==> src/ictl_pkg.sv <==
package ictl_pkg;

  // ==========================================================
  // Register indices (byte address is four times the index)
  // ==========================================================
  localparam logic [15:0] IDX_CTRL1 = 16'h0800;
  localparam logic [15:0] IDX_CTRL2 = 16'h0082;
  localparam logic [15:0] IDX_PEND = 16'h00b0;
  localparam logic [15:0] FLAG_IDX [3] = '{16'h0084, 16'h0086, 16'h0088};
  localparam logic [15:0] EN_IDX [3] = '{16'h008c, 16'h008e, 16'h0600};
  localparam logic [15:0] PRIO_IDX [11] = '{
    16'h0094, 16'h9600, 16'h0098, 16'h009a, 16'h009c, 16'h3600,
    16'h00a0, 16'h00a2, 16'h00a4, 16'h00a6, 16'h00a8};

  // ==========================================================
  // Implemented bits and reset values
  // ==========================================================
  localparam logic [15:0] FLAG_MASK [3] = '{16'hffff, 16'hffff, 16'h067f};
  localparam logic [15:0] PRIO_MASK [11] = '{
    16'h7777, 16'h7777, 16'h7777, 16'h7777, 16'h7777, 16'h7777,
    16'h7777, 16'h7777, 16'h7777, 16'h0777, 16'h0770};
  localparam logic [15:0] PRIO_RST [11] = '{
    16'h4444, 16'h4444, 16'h4444, 16'h4444, 16'h4444, 16'h4444,
    16'h4444, 16'h4444, 16'h4444, 16'h0444, 16'h0440};
  localparam logic [15:0] CTRL1_MASK = 16'h871e;
  localparam logic [15:0] CTRL2_MASK = 16'h801f;
  localparam logic [15:0] CTRL1_RST = 16'h0000;
  localparam logic [15:0] CTRL2_RST = 16'h0000;
  localparam logic [47:0] FLAG_RST = 48'h0;
  localparam int ALT_BIT = 15;
  localparam int TEMP_DISABLE_ACTIVE_BIT = 14;

  // ==========================================================
  // Sources and vectors
  // ==========================================================
  localparam int EXT_N = 5;
  localparam int PRI_SRC_N = 44;
  localparam logic [5:0] EXT_SRC [5] = '{6'h00, 6'h10, 6'h17, 6'h24, 6'h25};
  localparam logic [5:0] VEC_BASE = 6'h08;
  localparam logic [3:0] TEMP_DISABLE_ACTIVE_FLOOR = 4'h6;

  typedef struct packed {
    logic [4:0] flags;
    logic [15:0] w3;
    logic [15:0] w2;
    logic [15:0] w1;
    logic [15:0] w0;
  } ictl_ctx_t;

  typedef struct packed {
    logic req;
    logic [3:0] level;
    logic [5:0] vector;
  } ictl_irq_t;

endpackage : ictl_pkg

==> src/ictl_top.sv <==
// The implementer's own choice: the Wishbone interface to the registers.
`timescale 1ns/1ps
module ictl_top #(
  parameter int ADDR_W = 18
) (
  input wire logic clk_sys_in,
  input wire logic sys_rst_in,
  input wire logic wb_cyc_in,
  input wire logic wb_stb_in,
  input wire logic wb_we_in,
  input wire logic [ADDR_W-1:0] wb_adr_in,
  input wire logic [3:0] wb_sel_in,
  input wire logic [31:0] wb_dat_in,
  output logic [31:0] wb_dat_out,
  output logic wb_ack_out,
  input wire logic [4:0] ext_request_inputs_in,
  input wire logic [47:0] periph_req_in,
  input wire logic [3:0] cpu_priority_level_in,
  input wire logic cpu_sleep_in,
  input wire logic temp_disable_active_in,
  input wire logic shadow_push_in,
  input wire logic shadow_pop_in,
  input wire ictl_pkg::ictl_ctx_t core_ctx_in,
  output ictl_pkg::ictl_ctx_t shadow_ctx_out,
  output logic shadow_pop_valid_out,
  output ictl_pkg::ictl_irq_t irq_out,
  output logic wake_out,
  output logic alternate_table_select_out
);

  // ==========================================================
  // Bus decode
  // ==========================================================
  logic [15:0] idx;
  logic [15:0] wmask;
  logic [15:0] wdat;
  logic wr;
  logic [15:0] rdata;
  logic [47:0] flags_q;
  logic [47:0] flags_d;
  logic [47:0] en_q;
  logic [47:0] en_d;
  logic [15:0] prio_q [11];
  logic [15:0] ctrl1_q;
  logic [15:0] ctrl2_q;
  logic [47:0] set_req;
  logic [4:0] ext_edge;

  assign idx = 16'(wb_adr_in >> 2);
  assign wmask = {{8{wb_sel_in[1]}}, {8{wb_sel_in[0]}}};
  assign wdat = wb_dat_in[15:0];
  // Write lands on the edge where the master samples ack high
  assign wr = wb_cyc_in & wb_stb_in & wb_we_in & wb_ack_out;

  // Read mux; no path here reaches the shadow store
  // Shadow not mapped
  always_comb begin
    rdata = 16'h0000;
    for (int w = 0; w < 3; w++) begin
      if (idx == ictl_pkg::FLAG_IDX[w]) begin
        rdata = flags_q[w*16 +: 16];
      end
      if (idx == ictl_pkg::EN_IDX[w]) begin
        rdata = en_q[w*16 +: 16];
      end
    end
    for (int k = 0; k < 11; k++) begin
      if (idx == ictl_pkg::PRIO_IDX[k]) begin
        rdata = prio_q[k];
      end
    end
    if (idx == ictl_pkg::IDX_CTRL1) begin
      rdata = ctrl1_q;
    end
    if (idx == ictl_pkg::IDX_CTRL2) begin
      rdata = ctrl2_q;
      rdata[ictl_pkg::TEMP_DISABLE_ACTIVE_BIT] = temp_disable_active_in;
    end
    if (idx == ictl_pkg::IDX_PEND) begin
      rdata = {4'h0, irq_out.level, 2'b00, irq_out.vector};
    end
  end

  // One-cycle ack; unmapped words answer zero and drop writes
  always_ff @(posedge clk_sys_in or posedge sys_rst_in) begin
    if (sys_rst_in) begin
      wb_ack_out <= 1'b0;
      wb_dat_out <= 32'h0000_0000;
    end else begin
      wb_ack_out <= wb_cyc_in & wb_stb_in & ~wb_ack_out;
      wb_dat_out <= {16'h0000, rdata};
    end
  end

  // ==========================================================
  // External inputs
  // ==========================================================
  logic [4:0] ext_s1_q;
  logic [4:0] ext_s2_q;
  logic [4:0] ext_prev_q;

  always_ff @(posedge clk_sys_in or posedge sys_rst_in) begin
    if (sys_rst_in) begin
      ext_s1_q <= 5'h00;
      ext_s2_q <= 5'h00;
      ext_prev_q <= 5'h00;
    end else begin
      ext_s1_q <= ext_request_inputs_in;
      ext_s2_q <= ext_s1_q;
      ext_prev_q <= ext_s2_q;
    end
  end

  // Polarity bit clear picks rising edge, set picks falling edge
  always_comb begin
    ext_edge = 5'h00;
    set_req = 48'h0;
    for (int e = 0; e < ictl_pkg::EXT_N; e++) begin
      ext_edge[e] = ctrl2_q[e] ? (ext_prev_q[e] & ~ext_s2_q[e])
                               : (~ext_prev_q[e] & ext_s2_q[e]);
      set_req[ictl_pkg::EXT_SRC[e]] = ext_edge[e];
    end
    set_req = set_req | periph_req_in;
  end

  // ==========================================================
  // Flag, enable, priority and control registers
  // ==========================================================
  always_comb begin
    flags_d = flags_q;
    en_d = en_q;
    for (int w = 0; w < 3; w++) begin
      if (wr && idx == ictl_pkg::FLAG_IDX[w]) begin
        flags_d[w*16 +: 16] = (flags_q[w*16 +: 16] &
          ~(wmask & ictl_pkg::FLAG_MASK[w])) |
          (wdat & wmask & ictl_pkg::FLAG_MASK[w]);
      end
      if (wr && idx == ictl_pkg::EN_IDX[w]) begin
        en_d[w*16 +: 16] = (en_q[w*16 +: 16] &
          ~(wmask & ictl_pkg::FLAG_MASK[w])) |
          (wdat & wmask & ictl_pkg::FLAG_MASK[w]);
      end
      flags_d[w*16 +: 16] = flags_d[w*16 +: 16] |
        (set_req[w*16 +: 16] & ictl_pkg::FLAG_MASK[w]);
    end
  end

  always_ff @(posedge clk_sys_in or posedge sys_rst_in) begin
    if (sys_rst_in) begin
      flags_q <= ictl_pkg::FLAG_RST;
      en_q <= ictl_pkg::FLAG_RST;
    end else begin
      flags_q <= flags_d;
      en_q <= en_d;
    end
  end

  always_ff @(posedge clk_sys_in or posedge sys_rst_in) begin
    if (sys_rst_in) begin
      for (int k = 0; k < 11; k++) begin
        prio_q[k] <= ictl_pkg::PRIO_RST[k];
      end
    end else begin
      for (int k = 0; k < 11; k++) begin
        if (wr && idx == ictl_pkg::PRIO_IDX[k]) begin
          prio_q[k] <= (prio_q[k] & ~(wmask & ictl_pkg::PRIO_MASK[k])) |
            (wdat & wmask & ictl_pkg::PRIO_MASK[k]);
        end
      end
    end
  end

  // Trap status bits are plain storage; traps live elsewhere
  always_ff @(posedge clk_sys_in or posedge sys_rst_in) begin
    if (sys_rst_in) begin
      ctrl1_q <= ictl_pkg::CTRL1_RST;
      ctrl2_q <= ictl_pkg::CTRL2_RST;
      alternate_table_select_out <= 1'b0;
    end else begin
      if (wr && idx == ictl_pkg::IDX_CTRL1) begin
        ctrl1_q <= (ctrl1_q & ~(wmask & ictl_pkg::CTRL1_MASK)) |
          (wdat & wmask & ictl_pkg::CTRL1_MASK);
      end
      if (wr && idx == ictl_pkg::IDX_CTRL2) begin
        ctrl2_q <= (ctrl2_q & ~(wmask & ictl_pkg::CTRL2_MASK)) |
          (wdat & wmask & ictl_pkg::CTRL2_MASK);
      end
      alternate_table_select_out <= ctrl2_q[ictl_pkg::ALT_BIT];
    end
  end

  // ==========================================================
  // Arbitration
  // ==========================================================
  logic [3:0] best_lvl;
  logic [5:0] best_src;
  logic [3:0] floor_lvl;
  logic best_ok;

  // Ties go to the lowest source number, which keeps order fixed
  always_comb begin
    logic [3:0] lvl;
    lvl = 4'h0;
    best_lvl = 4'h0;
    best_src = 6'h00;
    for (int i = 0; i < ictl_pkg::PRI_SRC_N; i++) begin
      lvl = {1'b0, prio_q[i/4][(i%4)*4 +: 3]};
      if (flags_q[i] && en_q[i] && lvl > best_lvl) begin
        best_lvl = lvl;
        best_src = 6'(i);
      end
    end
    // Temporary disable still lets level 7 through
    if (temp_disable_active_in && cpu_priority_level_in < 4'h6) begin
      floor_lvl = ictl_pkg::TEMP_DISABLE_ACTIVE_FLOOR;
    end else begin
      floor_lvl = cpu_priority_level_in;
    end
    best_ok = best_lvl > floor_lvl;
  end

  always_ff @(posedge clk_sys_in or posedge sys_rst_in) begin
    if (sys_rst_in) begin
      irq_out <= '0;
    end else begin
      irq_out.req <= best_ok;
      irq_out.level <= best_ok ? best_lvl : 4'h0;
      irq_out.vector <= best_ok ? 6'(best_src + ictl_pkg::VEC_BASE) : 6'h00;
    end
  end

  // Wake in step with the request
  always_ff @(posedge clk_sys_in or posedge sys_rst_in) begin
    if (sys_rst_in) begin
      wake_out <= 1'b0;
    end else begin
      wake_out <= best_ok & cpu_sleep_in;
    end
  end

  // ==========================================================
  // Shadow store
  // ==========================================================
  // One level only: a nested push loses the outer context
  always_ff @(posedge clk_sys_in or posedge sys_rst_in) begin
    if (sys_rst_in) begin
      shadow_ctx_out <= '0;
      shadow_pop_valid_out <= 1'b0;
    end else begin
      if (shadow_push_in) begin
        shadow_ctx_out <= core_ctx_in;
      end
      shadow_pop_valid_out <= shadow_pop_in;
    end
  end

  // ==========================================================
  // Checks
  // ==========================================================
  a_push_capture: assert property (@(posedge clk_sys_in)
    disable iff (sys_rst_in)
    shadow_push_in |=> shadow_ctx_out == $past(core_ctx_in))
    else $error("shadow push did not capture context");

  a_shadow_hold: assert property (@(posedge clk_sys_in)
    disable iff (sys_rst_in)
    !shadow_push_in |=> $stable(shadow_ctx_out))
    else $error("shadow changed without push");

  a_edge_sets_flag: assert property (@(posedge clk_sys_in)
    disable iff (sys_rst_in)
    ext_edge[0] |=> flags_q[0])
    else $error("external edge did not set its flag");

  a_level_quiet: assert property (@(posedge clk_sys_in)
    disable iff (sys_rst_in)
    (ext_s2_q[4] == ext_prev_q[4]) && !periph_req_in[37] && !wr &&
    !flags_q[37] |=> !flags_q[37])
    else $error("static level raised a request");

  a_unimpl_zero: assert property (@(posedge clk_sys_in)
    disable iff (sys_rst_in)
    wb_cyc_in && wb_stb_in && !wb_ack_out &&
    idx == ictl_pkg::FLAG_IDX[2] |=> wb_dat_out[15:11] == 5'h00 &&
    wb_dat_out[8:7] == 2'b00)
    else $error("unimplemented flag bits read nonzero");

  a_irq_above_ipl: assert property (@(posedge clk_sys_in)
    disable iff (sys_rst_in)
    irq_out.req |-> irq_out.level > $past(cpu_priority_level_in))
    else $error("request not above core level");

  a_irq_present: assert property (@(posedge clk_sys_in)
    disable iff (sys_rst_in)
    best_ok |=> irq_out.req && irq_out.level == $past(best_lvl))
    else $error("pending request not presented");

  a_wake_sleep: assert property (@(posedge clk_sys_in)
    disable iff (sys_rst_in)
    wake_out |-> irq_out.req && $past(cpu_sleep_in))
    else $error("wake without request in sleep");

  a_ack_pulse: assert property (@(posedge clk_sys_in)
    disable iff (sys_rst_in)
    wb_ack_out |=> !wb_ack_out)
    else $error("ack held beyond one cycle");

  a_ack_answer: assert property (@(posedge clk_sys_in)
    disable iff (sys_rst_in)
    wb_cyc_in && wb_stb_in && !wb_ack_out |=> wb_ack_out)
    else $error("bus request not acknowledged");

  a_fall_edge: assert property (@(posedge clk_sys_in)
    disable iff (sys_rst_in)
    ctrl2_q[1] && ext_prev_q[1] && !ext_s2_q[1] |=> flags_q[16])
    else $error("falling edge on input one did not set its flag");

  a_wake_present: assert property (@(posedge clk_sys_in)
    disable iff (sys_rst_in)
    best_ok && cpu_sleep_in |=> wake_out && irq_out.req)
    else $error("sleeping core not woken by request");

  a_alt_follow: assert property (@(posedge clk_sys_in)
    disable iff (sys_rst_in)
    1'b1 |=> alternate_table_select_out ==
    $past(ctrl2_q[ictl_pkg::ALT_BIT]))
    else $error("table select does not follow control two");

  a_pop_valid: assert property (@(posedge clk_sys_in)
    disable iff (sys_rst_in)
    shadow_pop_in |=> shadow_pop_valid_out)
    else $error("shadow pop not answered");

  a_ctrl2_unimpl: assert property (@(posedge clk_sys_in)
    disable iff (sys_rst_in)
    wb_cyc_in && wb_stb_in && !wb_ack_out && idx == ictl_pkg::IDX_CTRL2
    |=> wb_dat_out[13:5] == 9'h000)
    else $error("unimplemented control two bits read nonzero");

  a_ctrl1_unimpl: assert property (@(posedge clk_sys_in)
    disable iff (sys_rst_in)
    wb_cyc_in && wb_stb_in && !wb_ack_out && idx == ictl_pkg::IDX_CTRL1
    |=> (wb_dat_out[15:0] & ~ictl_pkg::CTRL1_MASK) == 16'h0000)
    else $error("unimplemented control one bits read nonzero");

endmodule : ictl_top

==> config.mk <==
export PLATFORM = sky130hd
export DESIGN_NAME = ictl_top
export DESIGN_NICKNAME = d
export VERILOG_FILES = /design/src/ictl_pkg.sv /design/src/ictl_top.sv
export SDC_FILE = /design/constraint.sdc
export NUM_CORES = 1
export LEC_CHECK = 0
export BUFFER_PORTS_ARGS = -buffer_cell sky130_fd_sc_hd__clkbuf_2
export CAP_MARGIN = 5
export CORE_ASPECT_RATIO = 0.75
export CORE_MARGIN = 3
export CORE_UTILIZATION = 63
export DETAILED_ROUTE_END_ITERATION = 7
export PLACE_DENSITY_LB_ADDON = 0.2
export SLEW_MARGIN = 30
export SYNTH_ARGS = -nofsm -noshare
export SYNTH_HDL_FRONTEND = slang
export SYNTH_SLANG_ARGS = --single-unit
==> constraint.sdc <==
create_clock -name clk_sys_in -period 88.5 [get_ports clk_sys_in]
set_input_delay 22.125 -clock clk_sys_in [delete_from_list [all_inputs] [get_ports clk_sys_in]]
set_output_delay 22.125 -clock clk_sys_in [all_outputs]
set_load 0.05 [all_outputs]
==> impl_metrics.json <==
{
  "clock-root-buffer": "clkbuf_16",
  "placed_area_sq_um": 23100,
  "drtIter0Drc": 3353,
  "peakVddDrop_mv": 0.0143,
  "post_cts_buffers": 0,
  "dp_hpwl_mm": 59.1,
  "post-route-util_pct": 73.7,
  "synth_async_sr_flop_share_pct": 100,
  "worstSetupPathType": "reg2reg",
  "io_pins": 305,
  "clock_skew_ns": 0.0241,
  "synth_seq_area_share_pct": 39.2,
  "swShare_pct": 26.6,
  "cts_buffer_depth": 3,
  "synthToLayoutAreaGrowth_pct": 13.6,
  "die-area_sq_um": 36200,
  "use_met2_pct": 58.7,
  "path_common_cell": "ha_1",
  "clk_pin_slew_ns": 0.07,
  "busiest_layer": "met1",
  "synth_edf_count": 0,
  "grt_pass1_wl_mm": 119,
  "mostFrequentLayoutCell": "dfrtp_1",
  "ys_types": 109,
  "dieWidth_microns": 219,
  "gp_congestion": 1.03,
  "place_ws_ns": 26.86,
  "grtUsageTotal_pct": 42.6,
  "cts_hold_buf": 0,
  "drv_cap": 0,
  "drive_above_1_share_pct": 26.4,
  "final_cells": 2979,
  "ant_nets": 0,
  "fill_cells": 2452,
  "grt_start_max_net_pins": 125,
  "met3_usage_pct": 14.2,
  "antenna_found_initial": 3,
  "synth_area_sq_um": 21400,
  "remaining_drc_errors": 2,
  "ys.flop_type": "dfrtp_1",
  "relSlewSlack_pct": 33.2,
  "nets": 2782,
  "hold_viol_final": 0,
  "drt_wl_total_mm": 78.9,
  "start_util_pct": 64.9,
  "via_count": 21000,
  "htreeDepth": 2,
  "max_stage_delay_ns": 0.81,
  "hp-class": "reg2reg",
  "period_needed_ns": 64.10,
  "required_ns": 88.94,
  "grt_pass1_vias": 19800,
  "setup-tns-final_ns": 0,
  "ys_ff_latch": 333,
  "fin_worst_hold_slack_ns": 0.351,
  "cts.sinks": 333,
  "p_per_area_nw_per_um2": 14.4,
  "p_int_mw": 0.257,
  "wl_per_cell_microns": 26.5,
  "dp.cells": 2910,
  "via_per_inst": 7.04,
  "power_frac_comb_pct": 9.6,
  "p_leak_nw": 11.2,
  "setup.worst_path.start_class": "flip-flop",
  "arrival_ns": 64.54,
  "worstMarginPinSlew_ns": 1.00,
  "yosysWarnings": 0,
  "syn_inst": 2263,
  "postSynthAreaPerCell_sq_um": 9.46,
  "stdcell_area_sq_um": 24300,
  "pwr-share-clk_pct": 45.4,
  "r2r_slack_ns": 24.40,
  "sequentialPowerShare_pct": 45.0,
  "status": "complete, but fails checks",
  "post_cts_resized": 0,
  "violations": "DRC",
  "core_area_sq_um": 32900,
  "path_max_fanout": 11,
  "die_y_microns": 166,
  "port_buffers": 260,
  "worst_skew_pair.late_latency_ns": 0.55,
  "p_sw_mw": 0.0932,
  "row_count": 57,
  "first_pass_iters": 8,
  "post-route-period-util_pct": 72.4,
  "crit_path_top_delay_cell": "nor3b_1",
  "critPathCaptureType": "flip-flop",
  "rsz0062_at_grt": "false",
  "cts_buffers": 35,
  "slew_viol_final": 0,
  "setup_ws_ns": 24.40,
  "clock.fmax_mhz": 15.6,
  "cts_tree": "done",
  "power_mw": 0.351,
  "setup_violations": 0,
  "grtUsageMet1_pct": 62.1,
  "grt_overflow": 0,
  "mostFrequentLayoutCells": "292 x dfrtp_1, 280 x nand2_1, 260 x clkbuf_2"
}
[per-layer routing]
layer  wire, microns  share of wire (%)  up-vias
li1                -                  -     8967
met1           31300                 40    10100
met2           32200                 41     1595
met3           11900                 15      268
met4            3550                4.5        6
met5              41              0.052        -
[layout make-up]
type | instances | area [sq um] | area share [%]
Inverter | 92 | 358 | 1.47
Sequential cell | 333 | 8380 | 34.5
Clock buffer | 49 | 980 | 4.03
Timing Repair Buffer | 278 | 1440 | 5.94
Clock inverter | 15 | 225 | 0.927
Multi-Input combinational cell | 1765 | 12300 | 50.8
Antenna cell | 5 | 12.5 | 0.0515
Tap cell | 442 | 553 | 2.28
[critical path: cells and delay by family, from the launching register on]
family | cells | cell delay, ns
buffers and inverters | 10 | 0.95
adders and majority gates | 41 | 12.24
DFF | 1 | 0.48
and+or+nand+nor | 80 | 17.47
AOI/OAI and AO/OA | 120 | 26.81
muxes | 16 | 5.99
[final timing paths]
check | end | depth (start not counted) | startpoint
setup / recovery | irq_out[5] | 267 | flags_q[0]
hold / removal | ext_s2_q[0] | 0 | ext_s1_q[0]
setup reg to reg | irq_out[5] | 267 | flags_q[0]
hold reg to reg | ext_s2_q[0] | 0 | ext_s1_q[0]
max in group asynchronous | async pin | 3 | sys_rst_in
min in group asynchronous | async pin | 2 | sys_rst_in
[logic make-up (layout without fill, tap and decap cells)]
kind of cell | after synthesis | count (layout) | share of synthesized area [%]
compound gates | 610 | 610 | 20.5
xor+xnor | 4 | 4 | 0.164
fa+ha+maj | 88 | 88 | 5.15
buf+inv | 181 | 434 | 3.51
flops | 333 | 333 | 39.2
mux | 252 | 252 | 13.2
other cells | 1 | 22 | 0.0175
simple gates | 794 | 794 | 18.3
[cells in the mapped netlist (24+ instances only)]
| master | n | area, sq um |
|---|---|---|
| nor2_1 | 157 | 589 |
| a31oi_1 | 48 | 300 |
| inv_1 | 91 | 342 |
| o211ai_1 | 30 | 225 |
| nand2_1 | 280 | 1050 |
| nor3_1 | 44 | 220 |
| nand3_1 | 75 | 375 |
| a22oi_1 | 51 | 383 |
| ha_1 | 88 | 1100 |
| dfstp_2 | 41 | 1080 |
| clkbuf_1 | 60 | 225 |
| nand3b_1 | 39 | 293 |
| nor2b_1 | 24 | 150 |
| dfrtp_1 | 292 | 7310 |
| and3_1 | 25 | 156 |
| a21oi_1 | 100 | 500 |
| mux2_2 | 233 | 2620 |
| and2_1 | 27 | 169 |
| o21ai_0 | 122 | 611 |
[power by group through the flow]
stage               sequential [mW]  combinational (mW)  clock [mW]
CTS                           0.158              0.0335       0.159
global route                  0.158              0.0352       0.167
floorplan                     0.172              0.0106           0
detailed placement            0.160              0.0334           0
global placement              0.160              0.0327           0
finish                        0.158              0.0338       0.159
Power figures use the tool's default switching activity.
